$ cat src/common/dgpio_pkg.sv
// package: register map, reset values and mode codes of the dual gpio port
`default_nettype none
package dgpio_pkg;
  // register indices are the printed offsets (not all multiples of four); byte address is four times the index
  localparam logic [15:0] DGPIO_IDX_A_DIR = 16'hFFC4;
  localparam logic [15:0] DGPIO_IDX_A_DATA = 16'hFFC6;
  localparam logic [15:0] DGPIO_IDX_B_DIR = 16'hFFC8;
  localparam logic [15:0] DGPIO_IDX_B_DATA = 16'hFFCA;
  localparam logic [15:0] DGPIO_IDX_B_PULL = 16'hFFDB;
  // reset values
  localparam logic [7:0] DGPIO_RST_A_DIR = 8'h00;
  localparam logic [7:0] DGPIO_RST_A_DATA = 8'h00;
  localparam logic [7:0] DGPIO_RST_B_DIR = 8'hF0;
  localparam logic [7:0] DGPIO_RST_B_DATA = 8'hF0;
  localparam logic [7:0] DGPIO_RST_B_PULL = 8'hF0;
  // value read back from a write-only register
  localparam logic [7:0] DGPIO_WO_READ = 8'hFF;
  // port widths
  localparam int DGPIO_A_W = 8;
  localparam int DGPIO_B_W = 4;
  // operating mode codes
  localparam logic [1:0] DGPIO_MODE_1 = 2'h1;
  localparam logic [1:0] DGPIO_MODE_2 = 2'h2;
  localparam logic [1:0] DGPIO_MODE_3 = 2'h3;
endpackage : dgpio_pkg
`default_nettype wire

$ cat src/rtl/dgpio_top.sv
// dual gpio port: 8-bit data bus / gpio port and 4-bit address / gpio port, apb slave
//
// Notes on behaviour
// RULE_01: mode 1 port a is data bus
// RULE_02: modes 2,3 port a direction bit selects
// RULE_03: port a direction reads all ones
// RULE_04: port a direction clears on reset, hw standby
// RULE_05: software standby keeps driving output pins
// RULE_06: port a read: data if output, pin if input
// RULE_07: port a data clears on reset, hw standby
// RULE_08: port b has four usable pins
// RULE_09: mode 1 port b outputs address 19:16
// RULE_10: mode 1 port b inputs after reset
// RULE_11: modes 2,3 port b direction bit selects
// RULE_12: port b direction reads all ones
// RULE_13: port b direction resets to F0
// RULE_14: port b read: data if output, pin if input
// RULE_15: port b data upper nibble is storage only
// RULE_16: port b data resets to F0
// RULE_17: pull-up on when control 1, direction 0
// RULE_18: pull-up control resets to F0
// RULE_19: pull-ups off in reset, hw standby
// RULE_20: mode static input, bus values from controller
//
// Decided for this implementation: the APB slave port.
`default_nettype none
module dgpio_top
  import dgpio_pkg::*;
(
  // clock and reset
  input wire logic pclk,
  input wire logic presetn,
  // apb slave
  input wire logic psel,
  input wire logic penable,
  input wire logic pwrite,
  input wire logic [31:0] paddr,
  input wire logic [31:0] pwdata,
  input wire logic [3:0] pstrb,
  output logic [31:0] prdata,
  output logic pready,
  output logic pslverr,
  // chip state
  input wire logic [1:0] op_mode,
  input wire logic hw_standby,
  input wire logic sw_standby,
  // external bus controller (mode 1)
  input wire logic bus_data_oe,
  input wire logic [7:0] bus_data_out,
  input wire logic [3:0] bus_addr_hi,
  output logic [7:0] bus_data_in,
  // port a pins
  input wire logic [7:0] pa_in,
  output logic [7:0] pa_out,
  output logic [7:0] pa_oe_n,
  // port b pins
  input wire logic [3:0] pb_in,
  output logic [3:0] pb_out,
  output logic [3:0] pb_oe_n,
  output logic [3:0] pb_pullup_en
);

  typedef struct packed {
    logic [7:0] a_dir;
    logic [7:0] a_data;
    logic [7:0] b_dir;
    logic [7:0] b_data;
    logic [7:0] b_pull;
    logic [7:0] pa_s1;
    logic [7:0] pa_s2;
    logic [7:0] pa_s3;
    logic [3:0] pb_s1;
    logic [3:0] pb_s2;
    logic [3:0] pb_s3;
    logic [7:0] pa_lvl;
    logic [3:0] pb_lvl;
    logic [31:0] rdata;
  } dgpio_state_t;

  dgpio_state_t st_q;
  dgpio_state_t st_d;

  logic mode1;
  logic wr_en;
  logic rd_en;
  logic [15:0] idx;
  logic hit;
  logic [7:0] a_read;
  logic [7:0] b_read;
  logic [7:0] rd_byte;
  logic [3:0] pb_dir_n;

  // decode: printed offset is the register index, byte address is four times it
  assign idx = paddr[17:2];
  assign mode1 = (op_mode == DGPIO_MODE_1); // RULE_20
  assign wr_en = psel && penable && pwrite && pstrb[0];
  assign rd_en = psel && penable && !pwrite;
  assign hit = (idx == DGPIO_IDX_A_DIR) || (idx == DGPIO_IDX_A_DATA)
            || (idx == DGPIO_IDX_B_DIR) || (idx == DGPIO_IDX_B_DATA)
            || (idx == DGPIO_IDX_B_PULL);

  // port read values mix stored data and filtered pin level per direction bit; port b upper nibble reads stored data
  assign a_read = (st_q.a_dir & st_q.a_data) | (~st_q.a_dir & st_q.pa_lvl); // RULE_06
  assign b_read = {st_q.b_data[7:4], // RULE_15
                   (st_q.b_dir[3:0] & st_q.b_data[3:0])
                   | (~st_q.b_dir[3:0] & st_q.pb_lvl)}; // RULE_14

  // read mux; write-only direction registers return all ones
  always_comb begin
    case (idx)
      DGPIO_IDX_A_DIR: rd_byte = DGPIO_WO_READ; // RULE_03
      DGPIO_IDX_A_DATA: rd_byte = a_read;
      DGPIO_IDX_B_DIR: rd_byte = DGPIO_WO_READ; // RULE_12
      DGPIO_IDX_B_DATA: rd_byte = b_read;
      DGPIO_IDX_B_PULL: rd_byte = st_q.b_pull;
      default: rd_byte = 8'h00;
    endcase
  end

  // next state: registers, input synchronisers, read data
  always_comb begin
    st_d = st_q;
    st_d.pa_s1 = pa_in;
    st_d.pa_s2 = st_q.pa_s1;
    st_d.pa_s3 = st_q.pa_s2;
    st_d.pb_s1 = pb_in;
    st_d.pb_s2 = st_q.pb_s1;
    st_d.pb_s3 = st_q.pb_s2;
    // a level counts once second and third stages agree
    st_d.pa_lvl = (st_q.pa_s2 & st_q.pa_s3) | (st_q.pa_lvl & (st_q.pa_s2 | st_q.pa_s3));
    st_d.pb_lvl = (st_q.pb_s2 & st_q.pb_s3) | (st_q.pb_lvl & (st_q.pb_s2 | st_q.pb_s3));
    if (hw_standby) begin
      st_d.a_dir = DGPIO_RST_A_DIR; // RULE_04
      st_d.a_data = DGPIO_RST_A_DATA; // RULE_07
      st_d.b_dir = DGPIO_RST_B_DIR; // RULE_13
      st_d.b_data = DGPIO_RST_B_DATA; // RULE_16
      st_d.b_pull = DGPIO_RST_B_PULL; // RULE_18
    end else if (wr_en) begin
      // software standby is not decoded, so writes still land and unwritten registers hold
      case (idx)
        DGPIO_IDX_A_DIR: st_d.a_dir = pwdata[7:0];
        DGPIO_IDX_A_DATA: st_d.a_data = pwdata[7:0];
        DGPIO_IDX_B_DIR: st_d.b_dir = pwdata[7:0];
        DGPIO_IDX_B_DATA: st_d.b_data = pwdata[7:0];
        DGPIO_IDX_B_PULL: st_d.b_pull = pwdata[7:0];
        default: st_d.b_pull = st_q.b_pull;
      endcase
    end
    // read data loads at the setup edge so it stands through the whole access phase
    if (psel && !penable && !pwrite) begin
      st_d.rdata = {24'h00_0000, rd_byte};
    end
  end

  // state register
  always_ff @(posedge pclk or negedge presetn) begin
    if (!presetn) begin
      st_q <= '{a_dir: DGPIO_RST_A_DIR, a_data: DGPIO_RST_A_DATA,
                b_dir: DGPIO_RST_B_DIR, b_data: DGPIO_RST_B_DATA,
                b_pull: DGPIO_RST_B_PULL, default: '0};
    end else begin
      st_q <= st_d;
    end
  end

  // apb answer: zero wait states, error on unmapped index
  assign pready = 1'b1;
  assign pslverr = psel && penable && !hit;
  assign prdata = st_q.rdata;

  // port a pins: bus in mode 1, gpio otherwise; outputs keep driving in sw standby
  always_comb begin
    if (mode1) begin
      pa_oe_n = bus_data_oe ? 8'h00 : 8'hFF; // RULE_01
      pa_out = bus_data_out;
    end else begin
      pa_oe_n = ~st_q.a_dir; // RULE_02 RULE_05
      pa_out = st_q.a_data;
    end
  end
  assign bus_data_in = st_q.pa_lvl;

  // port b pins: low nibble only; address bits in mode 1
  assign pb_dir_n = ~st_q.b_dir[3:0];
  assign pb_oe_n = pb_dir_n; // RULE_08 RULE_09 RULE_10 RULE_11 RULE_05
  assign pb_out = mode1 ? bus_addr_hi : st_q.b_data[3:0]; // RULE_09

  // pull-ups: control bit and input direction, forced off in reset and hw standby
  genvar gi;
  generate
    for (gi = 0; gi < DGPIO_B_W; gi++) begin : g_pull
      assign pb_pullup_en[gi] = presetn && !hw_standby
                                && st_q.b_pull[gi] && !st_q.b_dir[gi]; // RULE_17 RULE_19
    end
  endgenerate
endmodule : dgpio_top
`default_nettype wire

$ cat config.mk
export PLATFORM = sky130hd
export DESIGN_NAME = dgpio_top
export DESIGN_NICKNAME = d
export VERILOG_FILES = /design/src/common/dgpio_pkg.sv /design/src/rtl/dgpio_top.sv
export SDC_FILE = /design/constraint.sdc
export NUM_CORES = 1
export LEC_CHECK = 0
export BUFFER_PORTS_ARGS = -buffer_cell sky130_fd_sc_hd__buf_2
export CORE_ASPECT_RATIO = 0.5
export CORE_UTILIZATION = 52
export DETAILED_ROUTE_END_ITERATION = 10
export GPL_ROUTABILITY_DRIVEN = 0
export PLACE_DENSITY_LB_ADDON = 0.2
export SYNTH_ARGS = -nofsm -noshare
export SYNTH_HDL_FRONTEND = slang
export SYNTH_SLANG_ARGS = --single-unit
$ cat constraint.sdc
create_clock -name pclk -period 2.2 [get_ports pclk]
set_input_delay 0.44 -clock pclk [delete_from_list [all_inputs] [get_ports pclk]]
set_output_delay 0.44 -clock pclk [all_outputs]
set_load 0.01 [all_outputs]
==> run_results.csv, run 1 <==
group,metric,value,unit
grt,grt_pass1_vias,2715,
drt,drc,0,
clock_tree,insertion_delay,0.34,ns
floorplanning,row_count,22,
floorplanning,io-pin-count,172,
final_layout,multi_input_area,1570,um2
final_layout,regArea,2310,um2
logic_synthesis,ys_ff_latch,92,
logic_synthesis,synth_mux_area_share,9.84,%
timing,hold_viol,0,
drt,drtIter0Drc,161,
grt,grt_max_degree,59,
drt,viasPerCell,5.02,
drt,antenna_left,0,
floorplanning,die_y,65.3,um
drt,routed_wl,8.41,mm
drt,wl_per_cell,14.1,um
clock_tree,clock-sinks,92,
clock_tree,ctsLongestPathBuffers,2,
placed_design,dp_cells,582,
final_layout,fin_cells,598,
clock_tree,cts_buffers,9,
placed_design,io_buffers,102,
logic_synthesis,synth_xor_area_share,0.210,%
power,p_leak,2.42,nW
final_layout,nets,587,
floorplanning,die_w,129,um
power,ir_worst_vdd,571,uV
timing,setup_viol,0,
final_layout,synthToLayoutAreaGrowth,20.8,%
timing,fin_skew,0.00615,ns
grt,antenna_found_initial,0,
drt,vias,3002,
logic_synthesis,synth.distinct_cells,37,
power,combPwrFrac,8.2,%
logic_synthesis,synth_ff_type,"dfrtp_1",
timing,slew_headroom,50.9,%
floorplanning,core_area,7540,um2
placed_design,dp_slack,-0.0208,ns
final_layout,drive_gt1_share,32.9,%
logic_synthesis,synth_compound_area_share,6.51,%
clock_tree,clkSlewWorstSetupHoldPaths,0.07,ns
final_layout,n_fill_cell,590,
power,clockPowerShare,41.6,%
clock_tree,cts_hold_buf,0,
timing,final.min_clock_period,1.98,ns
logic_synthesis,synthSimpleGateAreaFrac,16.0,%
power,netSwitchingFraction,25.1,%
timing,grt_setup_unrepaired,"no",
logic_synthesis,netlist_area,4170,um2
timing,finalMaxSlewViolations,0,
placed_design,dp_hpwl,6.27,mm
setup_path,crit_arrival,1.54,ns
final_layout,antennaDiodeCount,0,
clock_tree,cts_tree,"built",
setup_path,criticalPathCategory,"input pin to primary output",
setup_path,worst-endpoint-required,1.76,ns
logic_synthesis,synth-edff-count,0,
clock_tree,cts_max_level,3,
timing,timing.final.ws_setup,0.217,ns
setup_path,cp-start-kind,"input pin",
timing,fmax,0.504,GHz
hold_path,hold_class,"input pin to async pin",
power,switching_power,892,uW
grt,grt_usage,21.5,%
power,seqPwrFrac,50.2,%
logic_synthesis,ys_warn_count,0,
job,drv_cap,0,
logic_synthesis,syn_inst,380,
grt,grt_overflow_total,0,
logic_synthesis,ys_seq_area_share,55.5,%
logic_synthesis,synthAdderAreaFrac,2.88,%
setup_path,crit_fanout,4,
clock_tree,root_buffer,"clkbuf_16",
drt,dr.pass1.iters,4,
logic_synthesis,syn_area_per_cell,11.0,um2
timing,fin_crit_sh,90.1,%
floorplanning,die_area,8400,um2
run_status,status,"finished clean",
timing,worst_pin_slew,0.737,ns
logic_synthesis,synth_top_family_by_area,"simple AND/OR/NAND/NOR gates",
setup_path,crit_path_end_kind,"primary output",
power,powerDensity,705,nW/um2
floorplanning,start_util,55.3,%
grt,grt_pass1_wl,13.4,mm
clock_tree,cts_setup_buffers,0,
logic_synthesis,ys_async_sr_fraction,100,%
power,p_int,2.66,mW
clock_tree,cts-resized-gates,0,
per-layer routing:
layer / vias to the layer above / global-route usage [%] / share of wire (%)
met2: 87 / 32.0 / 46
li1: 1456 / - / -
met3: 9 / 6.35 / 5.7
met1: 1450 / 30.4 / 47
met5: - / 0 / 0
met4: 0 / 6.76 / 0.87
cell families after synthesis:
group                      after synthesis
AOI/OAI and AO/OA                       39
muxes                                   40
adders and majority gates               12
xor gates and xnor gates                 1
and+or+nand+nor                        136
buffers and inverters                   58
DFF                                     92
other                                    2
stage by stage:
step | total power [mW] | utilization (%) | setup TNS [ns] | hold WS (ns) | instance area [um2]
3_3_place_gp | 2.10 | 62.9 | -0.0431 | 0.331 | 4740
6_report | 3.55 | 66.8 | 0 | 0.137 | 5040
4_1_cts | 3.58 | 66.8 | 0 | 0.151 | 5040
3_5_place_dp | 2.11 | 62.9 | -0.0611 | 0.335 | 4740
2_1_floorplan | 1.98 | - | 0 | 0.144 | 4260
5_1_grt | 3.69 | 66.8 | 0 | 0.176 | 5040
flip-flops by register name, indices dropped and copies added, names as in the netlist:
register	count
st_q	48
bus_data_in	8
b_read	4
st_d	24
prdata	8
worst paths after layout:
| check | startpoint | end | slack, ns | cells after the start |
|---|---|---|---|---|
| worst max-delay path | paddr[7] | pslverr | 0.22 | 6 |
| worst min-delay path | presetn | st_d[59] | 0.14 | 2 |
| worst max register to register | st_q[97] | prdata[1] | 0.67 | 5 |
| worst min register to register | st_d[48] | st_d[44] | 0.35 | 0 |
| max in group asynchronous | presetn | bus_data_in[5] | 0.99 | 3 |
| min in group pclk | pb_in[2] | st_d[50] | 0.20 | 1 |
cell type report:
cell class | instances | area share (%)
clock buffer | 9 | 4.47
clock inverter | 7 | 1.42
inverter | 5 | 0.373
multi-input combinational | 253 | 31.2
sequential | 92 | 45.9
tap | 108 | 2.68
timing repair buffer | 124 | 14.0
synthesized netlist by cell type, drive strengths merged (5+ instances only):
cell type  instances  area (um2)
nor3b              6        50.1
maj3              12         120
mux2i             32         320
mux2               8        90.1
buf               41         308
nor2              37         139
dfstp              8         210
clkbuf            12        45.0
o21ai              9        45.0
a21oi              8        40.0
and3               8        50.1
a211o              8        70.1
a22oi              5        37.5
nor3              13        81.3
inv                5        18.8
nand2             52         195
dfrtp             84        2100
power by group through the flow:
stage / Combinational [mW] / Sequential [mW] / Clock [mW]
2_1_floorplan: 0.185 / 1.80 / 0
3_3_place_gp: 0.289 / 1.81 / 0
3_5_place_dp: 0.294 / 1.81 / 0
4_1_cts: 0.295 / 1.78 / 1.51
5_1_grt: 0.326 / 1.79 / 1.58
6_report: 0.291 / 1.78 / 1.48
worst max-delay path, cell delays in order:
cell and delay (ns):
buf_2 0.09, nand3b_1 0.19, nor3_1 0.26, nor3b_1 0.34, nor2_1 0.06, buf_2 0.14
cells in the final DEF, fill, tap and decap left out, drive strengths merged, types with 5 or more instances in the layout:
cell type  count
a211o          8
mux2           8
dfrtp         84
conb          25
a21oi          8
buf          124
nor3          13
and3           8
nor2          37
nor3b          6
maj3          12
clkbuf         9
inv            7
nand2         52
dfstp          8
a22oi          5
mux2i         32
o21ai          9
Power figures use the tool's default switching activity.
==> run 2: changes to the inputs <==
--- a/config.mk
+++ b/config.mk
@@ -5,10 +5,10 @@
 export SDC_FILE = /design/constraint.sdc
 export NUM_CORES = 1
 export LEC_CHECK = 0
-export BUFFER_PORTS_ARGS = -buffer_cell sky130_fd_sc_hd__buf_2
 export CORE_ASPECT_RATIO = 0.5
-export CORE_UTILIZATION = 52
+export CORE_UTILIZATION = 60
 export DETAILED_ROUTE_END_ITERATION = 10
+export DONT_BUFFER_PORTS = 1
 export GPL_ROUTABILITY_DRIVEN = 0
 export PLACE_DENSITY_LB_ADDON = 0.2
 export SYNTH_ARGS = -nofsm -noshare
==> run 2 against run 1 <==
Net effect:
- the flow now finishes with violations (negative hold slack)
- global-route usage increased by 1.7 points
- clock skew rose by 0.0011 ns
- fmax grew 7.8%
- combinational power down 50%
- flip-flop and latch count stayed put
- sequential power about the same
- non-clock buffer count is 112 lower
- count of clock-buffer cells in the layout grew 2
- setup slack improved by 0.14 ns
- sequential share of layout area up 6.6 points
- critical path type unchanged
- highest routed layer unchanged
==> run_results.csv, run 2 (synthesis results as in run 1) <==
group,metric,value,unit
clock_tree,cts_buffers,9,
timing,final.min_clock_period,1.84,ns
clock_tree,clkSlewWorstSetupHoldPaths,0.06,ns
clock_tree,insertion_delay,0.34,ns
floorplanning,io-pin-count,172,
floorplanning,core_area,6700,um2
placed_design,io_buffers,0,
clock_tree,ctsLongestPathBuffers,2,
run_status,status,"complete, but fails checks",
placed_design,dp_slack,0.0641,ns
final_layout,fin_cells,470,
timing,setup_viol,0,
timing,fin_crit_sh,83.6,%
timing,grt_setup_unrepaired,"no",
drt,viasPerCell,5.70,
placed_design,dp_cells,454,
power,p_total,3.34,mW
final_layout,multi_input_area,1570,um2
drt,wl_per_cell,17.4,um
timing,tns,0,ns
setup_path,reg2reg_setup_slack,0.80,ns
power,powerDensity,759,nW/um2
timing,timing.final.ws_setup,0.361,ns
drt,antenna_left,0,
setup_path,reg2reg_depth,5,
grt,grt_overflow_total,0,
final_layout,drive_gt1_share,12.4,%
run_status,violations,"negative hold slack",
job,drv_cap,0,
setup_path,crit_fanout,5,
final_layout,regArea,2310,um2
placed_design,dp_hpwl,5.95,mm
timing,fmax,0.544,GHz
floorplanning,die_area,7310,um2
timing,fin_skew,0.00723,ns
placed_design,place_area,4130,um2
timing,worst_pin_slew,0.752,ns
drt,vias,2681,
setup_path,crit_path_end_kind,"primary output",
timing,slew_headroom,49.9,%
final_layout,antennaDiodeCount,0,
drt,dr.pass1.iters,4,
clock_tree,clock-sinks,92,
hold_path,hold_class,"input pin to async pin",
floorplanning,start_util,62.2,%
final_layout,final_area,4400,um2
drt,drc,0,
grt,grt_pass1_vias,2450,
grt,grt_pass1_wl,12.4,mm
setup_path,cp-start-kind,"input pin",
floorplanning,die_y,60.9,um
power,ir_worst_vdd,650,uV
timing,finalMaxSlewViolations,0,
timing,hold_viol,88,
drt,routed_wl,8.16,mm
final_layout,nets,475,
clock_tree,cts_tree,"built",
timing,holdWs,-0.198,ns
floorplanning,die_w,120,um
setup_path,timing.rr.end,"prdata[3]",
clock_tree,cts_max_level,3,
setup_path,crit_arrival,1.40,ns
final_layout,layout_common_cells,"dfrtp_1, nand2_1, nor2_1",
final_layout,final_common_cell,"dfrtp_1",
grt,grt_usage,23.2,%
clock_tree,root_buffer,"clkbuf_16",
drt,drtIter0Drc,158,
power,p_leak,1.94,nW
setup_path,criticalPathCategory,"input pin to primary output",
final_layout,n_fill_cell,505,
final_layout,synthToLayoutAreaGrowth,5.55,%
floorplanning,row_count,21,
setup_path,worstReg2RegStart,"st_q[99]",
grt,grt_max_degree,94,
final_layout,fin_util,65.7,%
grt,antenna_found_initial,0,
setup_path,worst-endpoint-required,1.76,ns
final_layout,largest_register_ffs,48,
final_layout,largest-register,"st_q",
[run 2: changes by cell type in the layout (fill, tap and decap cells not counted)]
cell,previous run,this run
clkbuf_1,0,2
buf_4,21,10
clkinv_8,2,0
buf_2,101,0
clkinv_2,1,2
clkinv_4,1,0
[run 2: worst max-delay path by stage]
stage / from / to / cells after the start / slack [ns]
after floorplan: paddr[3] / st_q[112] / 5 / 0.01
after global placement: paddr[3] / st_q[113] / 6 / 0.11
after detailed placement: paddr[3] / st_q[113] / 6 / 0.06
after CTS: paddr[7] / pslverr / 4 / 0.36
after global routing: paddr[7] / pslverr / 4 / 0.26
final: paddr[7] / pslverr / 4 / 0.36
[run 2: area by class of cell]
cell class              count  area share, %
repair buffers             12           2.62
clock inverters             5          0.796
clock buffers              11           5.29
well taps                  92           2.62
inverters                   5          0.426
multi-input cells         253           35.7
flip-flops and latches     92           52.5
[run 2: metal layers]
| layer | vias up | routed length [um] | GRT usage [%] |
|---|---|---|---|
| li1 | 1223 | - | - |
| met5 | - | 0 | 0 |
| met3 | 6 | 516 | 7.14 |
| met4 | 0 | 40 | 8.93 |
| met2 | 98 | 3870 | 35.8 |
| met1 | 1354 | 3730 | 31.6 |
[run 2: repair_timing]
item / CTS / global route
setup buffers: 0 / 0
hold endpoints to repair: 92 / 92
gates resized for setup: 0 / 0
[run 2: critical path, stage by stage]
cell and delay (ns):
nand3b_1 0.21, nor3_1 0.20, nor3b_1 0.39, nor2_1 0.16
[run 2: power by group]
part           switching (mW)  leakage [nW]  internal, mW
combinational          0.0892         0.662        0.0555
sequential             0.0448          1.15          1.75
clock                   0.630         0.130         0.770
total                   0.764          1.94          2.57
